File: src/include/rcd_cfg.svh
// Overview of operation
// - source gives message as two 12-bit words
// - converter sends each 12-bit segment twice serially
// - first half loaded, duplicate compared bit-by-bit
// - second half loaded, duplicate compared bit-by-bit
// - mismatch clears register, replies transmission error
// - decode only after checks, MSB levels first
// - invalid level field stops, replies that level
// - first level picks group or guidance buffer
// - guidance selection forwards remaining bits out
// - thirty-two baseplates, four groups of eight
// - one addressed baseplate picks one of four modules
// - relay module sixteen relays, analog one converter
// - analog data applied only on exact duplicate match
// - analog mismatch keeps output, replies, resets receiver
// - relay module picks subgroup, buffers four bits
// - matched relay bits applied: 1 latch, 0 unlatch
// - relay mismatch not applied, replies, resets receiver
// - every command gets a reply, success included
// - reply is 12-bit code sent twice
// - converter compares reply halves, reports validity
// - source retries failed message, then isolates fault
`ifndef RCD_CFG_SVH
`define RCD_CFG_SVH

`define RCD_HALF_W 12
`define RCD_MSG_W 24
`define RCD_CMD_BITS 48
`define RCD_RPL_BITS 24
`define RCD_NUM_BP 32
`define RCD_NUM_MOD 128
`define RCD_RELAYS 16

// receive bit counter marks
`define RCD_CNT_SEG1 6'h0b
`define RCD_CNT_CHK1 6'h17
`define RCD_CNT_SEG2 6'h23
`define RCD_CNT_CHK2 6'h2f
`define RCD_CNT_RPL_LAST 5'h17

// message field positions
`define RCD_L1_LSB 21
`define RCD_BP_LSB 18
`define RCD_MOD_LSB 16
`define RCD_SUB_LSB 14
`define RCD_RDAT_LSB 10
`define RCD_RDUP_LSB 6
`define RCD_ADAT_LSB 8
`define RCD_ADUP_LSB 0
`define RCD_GNB_W 21
`define RCD_SEL_GNB 3'h4
`define RCD_SEL_GRP_MAX 3'h3

// reply codes
`define RCD_RPL_OK 12'h0f1
`define RCD_RPL_TX_ERR 12'h0e2
`define RCD_RPL_ADDR_L1 12'h0d3
`define RCD_RPL_ADDR_L2 12'h0c4
`define RCD_RPL_ADDR_L3 12'h0b5
`define RCD_RPL_CMP_ERR 12'h0a6
`define RCD_RPL_NONE 12'h000

// timing
`define RCD_CLK_NS 10
`define RCD_BIT_NS 80
`define RCD_BIT_DIV (`RCD_BIT_NS / `RCD_CLK_NS)
`define RCD_RPL_TMO_NS 20000
`define RCD_RPL_TMO (`RCD_RPL_TMO_NS / `RCD_CLK_NS)

`endif

File: src/include/rcd_pkg.sv
`include "rcd_cfg.svh"
package rcd_pkg;
  typedef logic [`RCD_HALF_W-1:0] rcd_half_type;
  typedef logic [`RCD_MSG_W-1:0] rcd_msg_type;
  typedef logic signed [7:0] rcd_dac_type;
  typedef logic [6:0] rcd_mod_idx_type;
  typedef logic [`RCD_RELAYS-1:0] rcd_bank_type;
  typedef enum logic [1:0] {RX_IDLE, RX_RECV, RX_DECODE, RX_REPLY} rcd_rx_state_type;
  typedef enum logic [1:0] {CV_IDLE, CV_SECOND, CV_SEND, CV_WAIT} rcd_cv_state_type;
endpackage

File: src/include/rcd_link_if.sv
`timescale 1ns/1ns
`default_nettype none
interface rcd_link_if;
  logic cmd_bit;
  logic cmd_valid;
  logic cmd_sof;
  logic rpl_bit;
  logic rpl_valid;
  modport conv (
    output cmd_bit,
    output cmd_valid,
    output cmd_sof,
    input rpl_bit,
    input rpl_valid
  );
  modport recv (
    input cmd_bit,
    input cmd_valid,
    input cmd_sof,
    output rpl_bit,
    output rpl_valid
  );
endinterface
`default_nettype wire

File: src/verilog/rcd_receiver.sv
`timescale 1ns/1ns
`default_nettype none
`include "rcd_cfg.svh"
module rcd_receiver #(
  parameter int BIT_DIV = `RCD_BIT_DIV,
  parameter logic [`RCD_NUM_BP-1:0] BP_PRESENT = '1,
  parameter logic [`RCD_NUM_MOD-1:0] MOD_FITTED = '1,
  parameter logic [`RCD_NUM_MOD-1:0] MOD_IS_RELAY = '1
) (
  input wire logic clk_i,
  input wire logic rst_i,
  rcd_link_if.recv link,
  output logic gnb_set_o,
  output logic [`RCD_GNB_W-1:0] gnb_data_o,
  output logic relay_set_o,
  output rcd_pkg::rcd_mod_idx_type relay_mod_o,
  output rcd_pkg::rcd_bank_type relay_bank_o,
  output logic dac_set_o,
  output rcd_pkg::rcd_mod_idx_type dac_mod_o,
  output rcd_pkg::rcd_dac_type dac_value_o,
  output logic rpl_done_o,
  output rcd_pkg::rcd_half_type rpl_code_o
);
  import rcd_pkg::*;

  rcd_rx_state_type state_q;
  logic [5:0] cnt_q;
  rcd_half_type sh_q;
  rcd_half_type seg_q;
  rcd_msg_type asm_q;
  logic [`RCD_RPL_BITS-1:0] tx_q;
  logic [4:0] txcnt_q;
  logic [$clog2(BIT_DIV+1)-1:0] div_q;
  rcd_bank_type relay_mem_q [`RCD_NUM_MOD];

  logic take;
  logic tick;
  rcd_half_type sh_nx;
  logic seg_end;
  logic chk;
  logic mis;
  logic load_rpl;
  logic rpl_end;
  rcd_half_type code_d;

  logic [2:0] l1;
  logic [4:0] bp_idx;
  rcd_mod_idx_type mod_idx;
  logic [1:0] sub_idx;
  logic [3:0] rdat;
  logic [3:0] rdup;
  logic [7:0] adat;
  logic [7:0] adup;
  rcd_half_type dec_code;
  logic do_gnb;
  logic do_relay;
  logic do_dac;
  rcd_bank_type bank_nx;

  // only a start flag opens a frame, so stray bits while idle are dropped
  assign take = link.cmd_valid &&
                ((state_q == RX_IDLE && link.cmd_sof) || state_q == RX_RECV);
  assign sh_nx = {sh_q[`RCD_HALF_W-2:0], link.cmd_bit};
  assign seg_end = take && (cnt_q == `RCD_CNT_SEG1 || cnt_q == `RCD_CNT_SEG2);
  assign chk = take && (cnt_q == `RCD_CNT_CHK1 || cnt_q == `RCD_CNT_CHK2);
  // duplicate segment checked bit by bit
  assign mis = chk && (sh_nx != seg_q);
  assign load_rpl = mis || state_q == RX_DECODE;
  assign tick = (div_q == ($bits(div_q))'(BIT_DIV - 1));
  assign rpl_end = state_q == RX_REPLY && tick && txcnt_q == `RCD_CNT_RPL_LAST;

  // twelve-bit code shifted out twice, msb first
  assign link.rpl_bit = tx_q[`RCD_RPL_BITS-1];
  assign link.rpl_valid = state_q == RX_REPLY && tick;

  always_ff @(posedge clk_i) begin
    if (rst_i) begin
      state_q <= RX_IDLE;
    end else begin
      unique case (state_q)
        RX_IDLE: begin
          if (take) state_q <= RX_RECV;
        end
        RX_RECV: begin
          if (mis) begin
            state_q <= RX_REPLY;
          end else if (chk && cnt_q == `RCD_CNT_CHK2) begin
            state_q <= RX_DECODE;
          end
        end
        RX_DECODE: begin
          state_q <= RX_REPLY;
        end
        RX_REPLY: begin
          // back to idle once the reply is out
          if (rpl_end) state_q <= RX_IDLE;
        end
      endcase
    end
  end

  always_ff @(posedge clk_i) begin
    if (rst_i || state_q == RX_REPLY) begin
      cnt_q <= '0;
      sh_q <= '0;
    end else if (take) begin
      cnt_q <= cnt_q + 1'b1;
      sh_q <= sh_nx;
    end
  end

  // halves assembled, cleared on error or reply end
  always_ff @(posedge clk_i) begin
    if (rst_i || mis || rpl_end) begin
      seg_q <= '0;
      asm_q <= '0;
    end else if (seg_end) begin
      seg_q <= sh_nx;
      if (cnt_q == `RCD_CNT_SEG1) begin
        asm_q[`RCD_MSG_W-1:`RCD_HALF_W] <= sh_nx;
      end else begin
        asm_q[`RCD_HALF_W-1:0] <= sh_nx;
      end
    end
  end

  assign l1 = asm_q[`RCD_MSG_W-1:`RCD_L1_LSB];
  assign bp_idx = {l1[1:0], asm_q[`RCD_L1_LSB-1:`RCD_BP_LSB]};
  assign mod_idx = {bp_idx, asm_q[`RCD_BP_LSB-1:`RCD_MOD_LSB]};
  assign sub_idx = asm_q[`RCD_MOD_LSB-1:`RCD_SUB_LSB];
  assign rdat = asm_q[`RCD_SUB_LSB-1:`RCD_RDAT_LSB];
  assign rdup = asm_q[`RCD_RDAT_LSB-1:`RCD_RDUP_LSB];
  assign adat = asm_q[`RCD_MOD_LSB-1:`RCD_ADAT_LSB];
  assign adup = asm_q[`RCD_ADAT_LSB-1:`RCD_ADUP_LSB];

  // levels decoded top down, first bad level reported
  always_comb begin
    dec_code = `RCD_RPL_OK;
    do_gnb = 1'b0;
    do_relay = 1'b0;
    do_dac = 1'b0;
    // guidance buffer or one of four groups
    if (l1 == `RCD_SEL_GNB) begin
      do_gnb = 1'b1;
    end else if (l1 > `RCD_SEL_GRP_MAX) begin
      dec_code = `RCD_RPL_ADDR_L1;
    // one baseplate of eight, then one module
    end else if (!BP_PRESENT[bp_idx]) begin
      dec_code = `RCD_RPL_ADDR_L2;
    end else if (!MOD_FITTED[mod_idx]) begin
      dec_code = `RCD_RPL_ADDR_L3;
    end else if (MOD_IS_RELAY[mod_idx]) begin
      if (rdat == rdup) begin
        do_relay = 1'b1;
      end else begin
        dec_code = `RCD_RPL_CMP_ERR;
      end
    end else begin
      if (adat == adup) begin
        do_dac = 1'b1;
      end else begin
        dec_code = `RCD_RPL_CMP_ERR;
      end
    end
  end

  // ones latch, zeros unlatch the four relays
  always_comb begin
    bank_nx = relay_mem_q[mod_idx];
    bank_nx[{sub_idx, 2'b00} +: 4] = rdat;
  end

  // each relay module holds sixteen relay states
  always_ff @(posedge clk_i) begin
    if (rst_i) begin
      for (int i = 0; i < `RCD_NUM_MOD; i++) begin
        relay_mem_q[i] <= '0;
      end
    end else if (state_q == RX_DECODE && do_relay) begin
      relay_mem_q[mod_idx] <= bank_nx;
    end
  end

  always_ff @(posedge clk_i) begin
    if (rst_i) begin
      relay_set_o <= 1'b0;
      relay_mod_o <= '0;
      relay_bank_o <= '0;
    end else begin
      relay_set_o <= state_q == RX_DECODE && do_relay;
      if (state_q == RX_DECODE && do_relay) begin
        relay_mod_o <= mod_idx;
        relay_bank_o <= bank_nx;
      end
    end
  end

  // converter level changes only on a match
  always_ff @(posedge clk_i) begin
    if (rst_i) begin
      dac_set_o <= 1'b0;
      dac_mod_o <= '0;
      dac_value_o <= '0;
    end else begin
      dac_set_o <= state_q == RX_DECODE && do_dac;
      if (state_q == RX_DECODE && do_dac) begin
        dac_mod_o <= mod_idx;
        dac_value_o <= adat;
      end
    end
  end

  // remaining bits handed to the guidance buffer
  always_ff @(posedge clk_i) begin
    if (rst_i) begin
      gnb_set_o <= 1'b0;
      gnb_data_o <= '0;
    end else begin
      gnb_set_o <= state_q == RX_DECODE && do_gnb;
      if (state_q == RX_DECODE && do_gnb) begin
        gnb_data_o <= asm_q[`RCD_GNB_W-1:0];
      end
    end
  end

  // every outcome yields a fixed code; all successes share one, both compare errors another
  assign code_d = mis ? `RCD_RPL_TX_ERR : dec_code;

  always_ff @(posedge clk_i) begin
    if (rst_i) begin
      tx_q <= '0;
      txcnt_q <= '0;
      rpl_code_o <= '0;
    end else if (load_rpl) begin
      tx_q <= {code_d, code_d};
      txcnt_q <= '0;
      rpl_code_o <= code_d;
    end else if (state_q == RX_REPLY && tick) begin
      tx_q <= {tx_q[`RCD_RPL_BITS-2:0], 1'b0};
      txcnt_q <= txcnt_q + 1'b1;
    end
  end

  // bit pacing restarts with each reply so the first bit gets a full period
  always_ff @(posedge clk_i) begin
    if (rst_i || load_rpl || tick) begin
      div_q <= '0;
    end else begin
      div_q <= div_q + 1'b1;
    end
  end

  // receiver ready again when the reply ends
  always_ff @(posedge clk_i) begin
    if (rst_i) begin
      rpl_done_o <= 1'b0;
    end else begin
      rpl_done_o <= rpl_end;
    end
  end
endmodule
`default_nettype wire

File: src/flat_wrapper.sv
// flat-port wrapper written by rule: the top's interface ports become plain ports
module rcd_receiver_flat import rcd_pkg::*;
#(
  parameter int BIT_DIV = `RCD_BIT_DIV,
  parameter logic [`RCD_NUM_BP-1:0] BP_PRESENT = '1,
  parameter logic [`RCD_NUM_MOD-1:0] MOD_FITTED = '1,
  parameter logic [`RCD_NUM_MOD-1:0] MOD_IS_RELAY = '1
)
  (clk_i, rst_i, gnb_set_o, gnb_data_o, relay_set_o, relay_mod_o, relay_bank_o, dac_set_o, dac_mod_o, dac_value_o, rpl_done_o, rpl_code_o, link_cmd_bit, link_cmd_valid, link_cmd_sof, link_rpl_bit, link_rpl_valid);
  rcd_link_if link_i ();
  input wire logic clk_i;
  input wire logic rst_i;
  output logic gnb_set_o;
  output logic [`RCD_GNB_W-1:0] gnb_data_o;
  output logic relay_set_o;
  output rcd_pkg::rcd_mod_idx_type relay_mod_o;
  output rcd_pkg::rcd_bank_type relay_bank_o;
  output logic dac_set_o;
  output rcd_pkg::rcd_mod_idx_type dac_mod_o;
  output rcd_pkg::rcd_dac_type dac_value_o;
  output logic rpl_done_o;
  output rcd_pkg::rcd_half_type rpl_code_o;
  input wire logic [$bits(link_i.cmd_bit)-1:0] link_cmd_bit;
  input wire logic [$bits(link_i.cmd_valid)-1:0] link_cmd_valid;
  input wire logic [$bits(link_i.cmd_sof)-1:0] link_cmd_sof;
  output wire logic [$bits(link_i.rpl_bit)-1:0] link_rpl_bit;
  output wire logic [$bits(link_i.rpl_valid)-1:0] link_rpl_valid;
  assign link_i.cmd_bit = link_cmd_bit;
  assign link_i.cmd_valid = link_cmd_valid;
  assign link_i.cmd_sof = link_cmd_sof;
  assign link_rpl_bit = link_i.rpl_bit;
  assign link_rpl_valid = link_i.rpl_valid;
  rcd_receiver #(.BIT_DIV(BIT_DIV), .BP_PRESENT(BP_PRESENT), .MOD_FITTED(MOD_FITTED), .MOD_IS_RELAY(MOD_IS_RELAY)) u_core (.clk_i(clk_i), .rst_i(rst_i), .link(link_i), .gnb_set_o(gnb_set_o), .gnb_data_o(gnb_data_o), .relay_set_o(relay_set_o), .relay_mod_o(relay_mod_o), .relay_bank_o(relay_bank_o), .dac_set_o(dac_set_o), .dac_mod_o(dac_mod_o), .dac_value_o(dac_value_o), .rpl_done_o(rpl_done_o), .rpl_code_o(rpl_code_o));
endmodule
File: config.mk
export PLATFORM = sky130hd
export DESIGN_NAME = rcd_receiver_flat
export DESIGN_NICKNAME = d
export VERILOG_FILES = /design/src/include/rcd_pkg.sv /design/src/include/rcd_link_if.sv /design/src/verilog/rcd_receiver.sv /design/src/flat_wrapper.sv
export VERILOG_INCLUDE_DIRS = /design/src /design/src/include
export SDC_FILE = /design/constraint.sdc
export NUM_CORES = 2
export LEC_CHECK = 0
export BUFFER_PORTS_ARGS = -buffer_cell sky130_fd_sc_hd__buf_4
export CELL_PAD_IN_SITES_DETAIL_PLACEMENT = 0
export CELL_PAD_IN_SITES_GLOBAL_PLACEMENT = 1
export CORE_MARGIN = 2
export CORE_UTILIZATION = 58
export CTS_BUF_LIST = sky130_fd_sc_hd__clkbuf_16
export DETAILED_ROUTE_END_ITERATION = 10
export PLACE_DENSITY = 0.85
export SYNTH_ARGS = -nofsm -noshare
export SYNTH_HDL_FRONTEND = slang
export SYNTH_SLANG_ARGS = --single-unit
File: constraint.sdc
create_clock -name clk_i -period 6.09 [get_ports clk_i]
set_input_delay 0.3045 -clock clk_i [delete_from_list [all_inputs] [get_ports clk_i]]
set_output_delay 0.3045 -clock clk_i [all_outputs]
set_load 0.02 [all_outputs]
### Word-level counts from Yosys, hierarchy flattened

Memories as Yosys holds them, arrays and structs flattened. A register that Yosys moved wholly into a read port is not among the register bits.
Index checks and enable logic that the tools add are counted.

* bits in registers: 147
* RAM bits: 2048
* memory bits (read-only): 160
* input port bits: 5
* output and inout port bits: 77
* logic and storage cells: 106
* memories: 3

* add/subtract/negate cells: 4
* order comparisons: 3
* eq/ne operators: 15
* shift operators: 2
* mux-type cells: 36
* bitwise gates (word level): 1
* reductions and logical operators: 26

Memories
* u_core.relay_mem_q: depth 128, width 16, read ports 1, clocked after memory_dff 1, wr ports 128, line rcd_receiver.sv:34 `` rcd_bank_type relay_mem_q [`RCD_NUM_MOD]; ``
* (no name shown): depth 128, width 1, read ports 1, clocked after memory_dff 1, wr ports 0, line rcd_receiver.sv:150 `end else if (!MOD_FITTED[mod_idx]) begin`
* (no name shown): depth 32, width 1, read ports 1, clocked after memory_dff 1, wr ports 0, line rcd_receiver.sv:148 `end else if (!BP_PRESENT[bp_idx]) begin`

Operators with widths (number)
* $mux 12: 5
* $mux 24: 2
* $mux 7: 6
* $bwmux 16: 1
* $mux 16: 1
* $reduce_or 16->1: 1
* $shift 4x6->16 const A: 1
* $shiftx 4x6->16: 1
* $mux 1: 14
* $eq 6x6->1 const B: 2
* $ne 12x12->1: 1
* $logic_and 1x1->1: 10
* $mux 5: 2
* $logic_or 1x1->1: 9
* $lt 7x8->1 const B: 1
* $mux 2: 4
* $pmux 2 s4: 1
* $add 6x1->6 const B: 1
* $eq 6x4->1 const B: 1
* $eq 6x5->1 const B: 1
* $lt 5x6->1 const B: 1
* $neg 4->6: 1
* $add 5x1->5 const B: 1
* $eq 5x5->1 const B: 1
* other kinds (15): 18

### Depth between registers and ports, before layout

* depth in word-level cells: 12
* mapped depth: 14
* depth with buffers taken out: 10

### Worst setup path after synthesis

OpenSTA, ideal clock, no wires.

* kind: register to register
* from: reg with a tool-made name
* to: mem u_core.relay_mem_q[0][13] (netlist name), data pin
* library setup time: 0.266 ns
* arrival: 2.804 ns
* required time: 5.824 ns
* setup slack: 3.020 ns
* cell stages (with the launch flop): 13
* cell sequence: dfxtp_1 -> buf_2 -> buf_2 -> buf_2 -> clkbuf_1 -> mux4_2 -> a22oi_1 -> a21oi_1 -> o41ai_1 -> o311a_1 -> buf_2 -> buf_4 -> nor2_1

RTL lines (line)
* to (decl): rcd_receiver.sv:34

==> key figures <==
Yosys
  • Most frequent cell after synthesis: edfxtp_1
  • Yosys top cell area share: 64.2%
  • Mapped Cells: 6822
  • Seq/Total Area, Yosys: 67.3%
  • Synth cell count leaders: 2048 x edfxtp_1, 1521 x nor2_1, 777 x a21oi_1
  • FFs w/ async S/R, synth: 0%
  • Cell area after synthesis: 95800 um^2
  • Main synth FF type: edfxtp_1
  • Distinct cells, synth: 82
  • EDFF count, synth: 2048
  • Ranking of synthesized cells by area: edfxtp_1 64%, mux4_2 11%, nor2_1 6.0%
  • Yosys reg bits: 2196
  • Yosys warns: 0
  • Dominant cell type by area after synthesis: edfxtp_1
  • Mapped Avg Cell Area: 14.0 um^2

Die
  • Core area: 165000 um^2
  • Initial Util: 58.2%
  • Site Rows: 149
  • DIE WIDTH: 410 um
  • Overall die height: 410 um
  • Ports: 82
  • Area of the die: 168000 um^2

Global routing
  • Largest net degree at the start of global routing: 130
  • Initial antenna violation count: 6
  • First-pass GRT wire length: 412 mm
  • GRT Util Overall: 34.0%
  • Total gr overflow: 0
  • Vias in the first global route: 59600

Placed design
  • Routability Congestion: 0.966
  • Dpl hpwl: 173 mm
  • Placed Cells: 8697
  • Setup WS pre-CTS: 1.18 ns
  • Dpl cell area: 98700 um^2
  • Number of port buffers: 60

Worst setup path
  • Cell breakdown of the critical path: buf_4 -> mux4_2 -> a22oi_1 -> a21oi_1 -> or4_1 -> a221oi_4 -> buf_4 -> nor2_1
  • Critical path fanouts, max: 60
  • Delay-heaviest family, CP: buffers and inverters
  • Worst setup path class: reg2reg
  • Critical Path Source Type: register
  • Crit path largest cell delay: 1.07 ns
  • Bufs and invs on worst path: 2
  • Critical path data arrival time: 5.66 ns
  • Crit. End Element: register
  • Most used cell, CP: buf_4
  • Max stage delay cell, worst path: dfxtp_4
  • CP required: 6.67 ns

Detailed routing
  • Mean number of vias per cell: 6.79
  • Wire per inst: 31.5 um
  • DRT Wirelength: 287 mm
  • DR pass1 iterations: 8
  • Antenna Nets Post-Route: 0
  • Starting DRC count in detailed routing: 9929
  • Via Count: 61900
  • DRC: 0

STA
  • Worst slew pin tran: 1.49 ns
  • Final Skew: 0.0667 ns
  • Unrepaired setup endpoints after global routing: no
  • Post-route setup TNS: 0 ns
  • Fin. Hold Viols: 0
  • Fmax: 197 MHz
  • Final setup viols: 0
  • Minimum clock period: 5.08 ns
  • Max_slew headroom: -2.10%
  • Final worst path period share: 83.4%
  • Final Worst Setup Slack: 1.01 ns
  • Pins Over Slew Limit: 1
  • Min Hold Slack: 0.0980 ns

Power
  • Tot Pwr: 32.5 mW
  • Lkg Pwr: 33.4 nW
  • VDD IR max: 360 uV
  • Pwr Density: 308 nW/um^2

Status
  • Status: complete, but fails checks
  • Violated checks: capacitance limit, slew limit

Run
  • Max Cap Viol: 1

Clock tree
  • CTS tree: built
  • Setup Fix Bufs, Post-CTS: 0
  • # H-tree levels: 4
  • Num CTS Buffers: 217
  • CTS clock-pin slew for the worst setup and hold paths: 0.06 ns
  • Clock sinks: 2196
  • Worst-Skew Late Latency: 0.90 ns
  • Longest Clk Path Bufs: 3
  • CTS root buffer: clkbuf_16

Cells and area
  • Fin util: 64.2%
  • Area Overhead vs Synth: 10.3%
  • Fin area: 106000 um^2
  • Fraction of layout cells with a size suffix above 1: 17.5%
  • Non-filler cells, final: 9109
  • Fin nets: 6748

Worst hold path
  • Hold crit path type: in2reg
==> metal layers <==
layer	part of all wire [%]	track usage, %	wire length, um	vias to the layer above
met4	5.5	16.5	15900	6
met3	14	9.57	39100	785
li1	-	-	-	25300
met5	0.014	0	39	-
met1	35	45.9	100000	31200
met2	46	51.3	131000	4541
==> logic make-up after synthesis <==
kind of cell    Yosys count  synth area share (%)
flops                  2196                  67.3
simple gates           2135                  9.29
compound gates         1135                  6.94
buf+inv                 713                  3.59
mux                     604                  12.5
xor+xnor                 25                 0.228
fa+ha+maj                13                 0.170
other cells               1               0.00391
==> power breakdown <==
group          switching, mW  internal [mW]  leakage (nW)  total [mW]
sequential             0.252           17.2          20.7        17.5
clock                   5.84           7.30          3.63        13.1
combinational           1.38          0.532          9.09        1.91
==> worst register-to-register path, stage by stage (launching register included) <==
cell	delay, ns
dfxtp_4	1.07
buf_4	0.53
mux4_2	0.65
a22oi_1	0.40
a21oi_1	0.11
or4_1	0.69
a221oi_4	0.38
buf_4	0.80
nor2_1	0.14
==> final timing paths <==
check	depth (start not counted)	endpoint	slack (ns)	start
setup / recovery	8	u_core.relay_mem_q[120][3]	1.01	register
hold / removal	4	u_core.sh_q[7]	0.1	link_cmd_sof
setup reg to reg	8	u_core.relay_mem_q[120][3]	1.01	register
hold reg to reg	2	u_core.tx_q[11]	0.45	u_core.tx_q[10]
==> cells in the final DEF, fill, tap and decap left out, drive strengths merged, types with 10 or more instances in the layout <==
| master | synthesis | final |
|---|---|---|
| nand3 | 34 | 34 |
| conb | 1 | 21 |
| a31oi | 10 | 10 |
| a22oi | 126 | 126 |
| and2 | 22 | 22 |
| nor2b | 17 | 17 |
| a211oi | 27 | 27 |
| a22o | 16 | 16 |
| and3 | 14 | 14 |
| bufinv | 0 | 18 |
| mux4 | 474 | 474 |
| ha | 13 | 13 |
| clkbuf | 334 | 219 |
| edfxtp | 2048 | 2048 |
| nor4 | 15 | 15 |
| o21ai | 22 | 22 |
| nand2 | 272 | 272 |
| nor2 | 1521 | 1521 |
| a21oi | 777 | 777 |
| mux2i | 123 | 123 |
| clkinv | 1 | 104 |
| nor3 | 29 | 29 |
| inv | 10 | 77 |
| dfxtp | 148 | 148 |
| o22ai | 52 | 52 |
| nand2b | 150 | 150 |
| buf | 368 | 368 |
| xor2 | 22 | 22 |
| o221ai | 18 | 18 |
| a221oi | 18 | 18 |
==> layout make-up <==
cell class | count | area (um^2)
Antenna cell | 2 | 5.00
Inverter | 11 | 41.3
Sequential cell | 2196 | 64500
Clock inverter | 188 | 1470
Timing Repair Buffer | 371 | 3210
Clock buffer | 219 | 5480
Fill cell | 11700 | 58900
Multi-Input combinational cell | 3933 | 28300
Tap cell | 2189 | 2740
==> repair_timing <==
item,CTS,global route
endpoints found under the hold margin,19,0
hold buffers,3,0
resized for setup,0,0
==> sequential cells by signal, indices dropped and copies added (netlist names), named ones only <==
register / flops
u_core.cnt_q: 6
u_core.sh_q: 11
u_core.rpl_done_o: 1
u_core.gnb_set_o: 1
u_core.tx_q: 24
u_core.relay_set_o: 1
u_core.rpl_code_o: 6
u_core.gnb_data_o: 21
u_core.relay_mem_q: 2048
u_core.asm_q: 24
u_core.seg_q: 12
u_core.relay_mod_o: 7
u_core.state_q: 2
u_core.div_q: 4
u_core.relay_bank_o: 16
u_core.txcnt_q: 5
No activity file was read; power rests on OpenSTA's default activity.
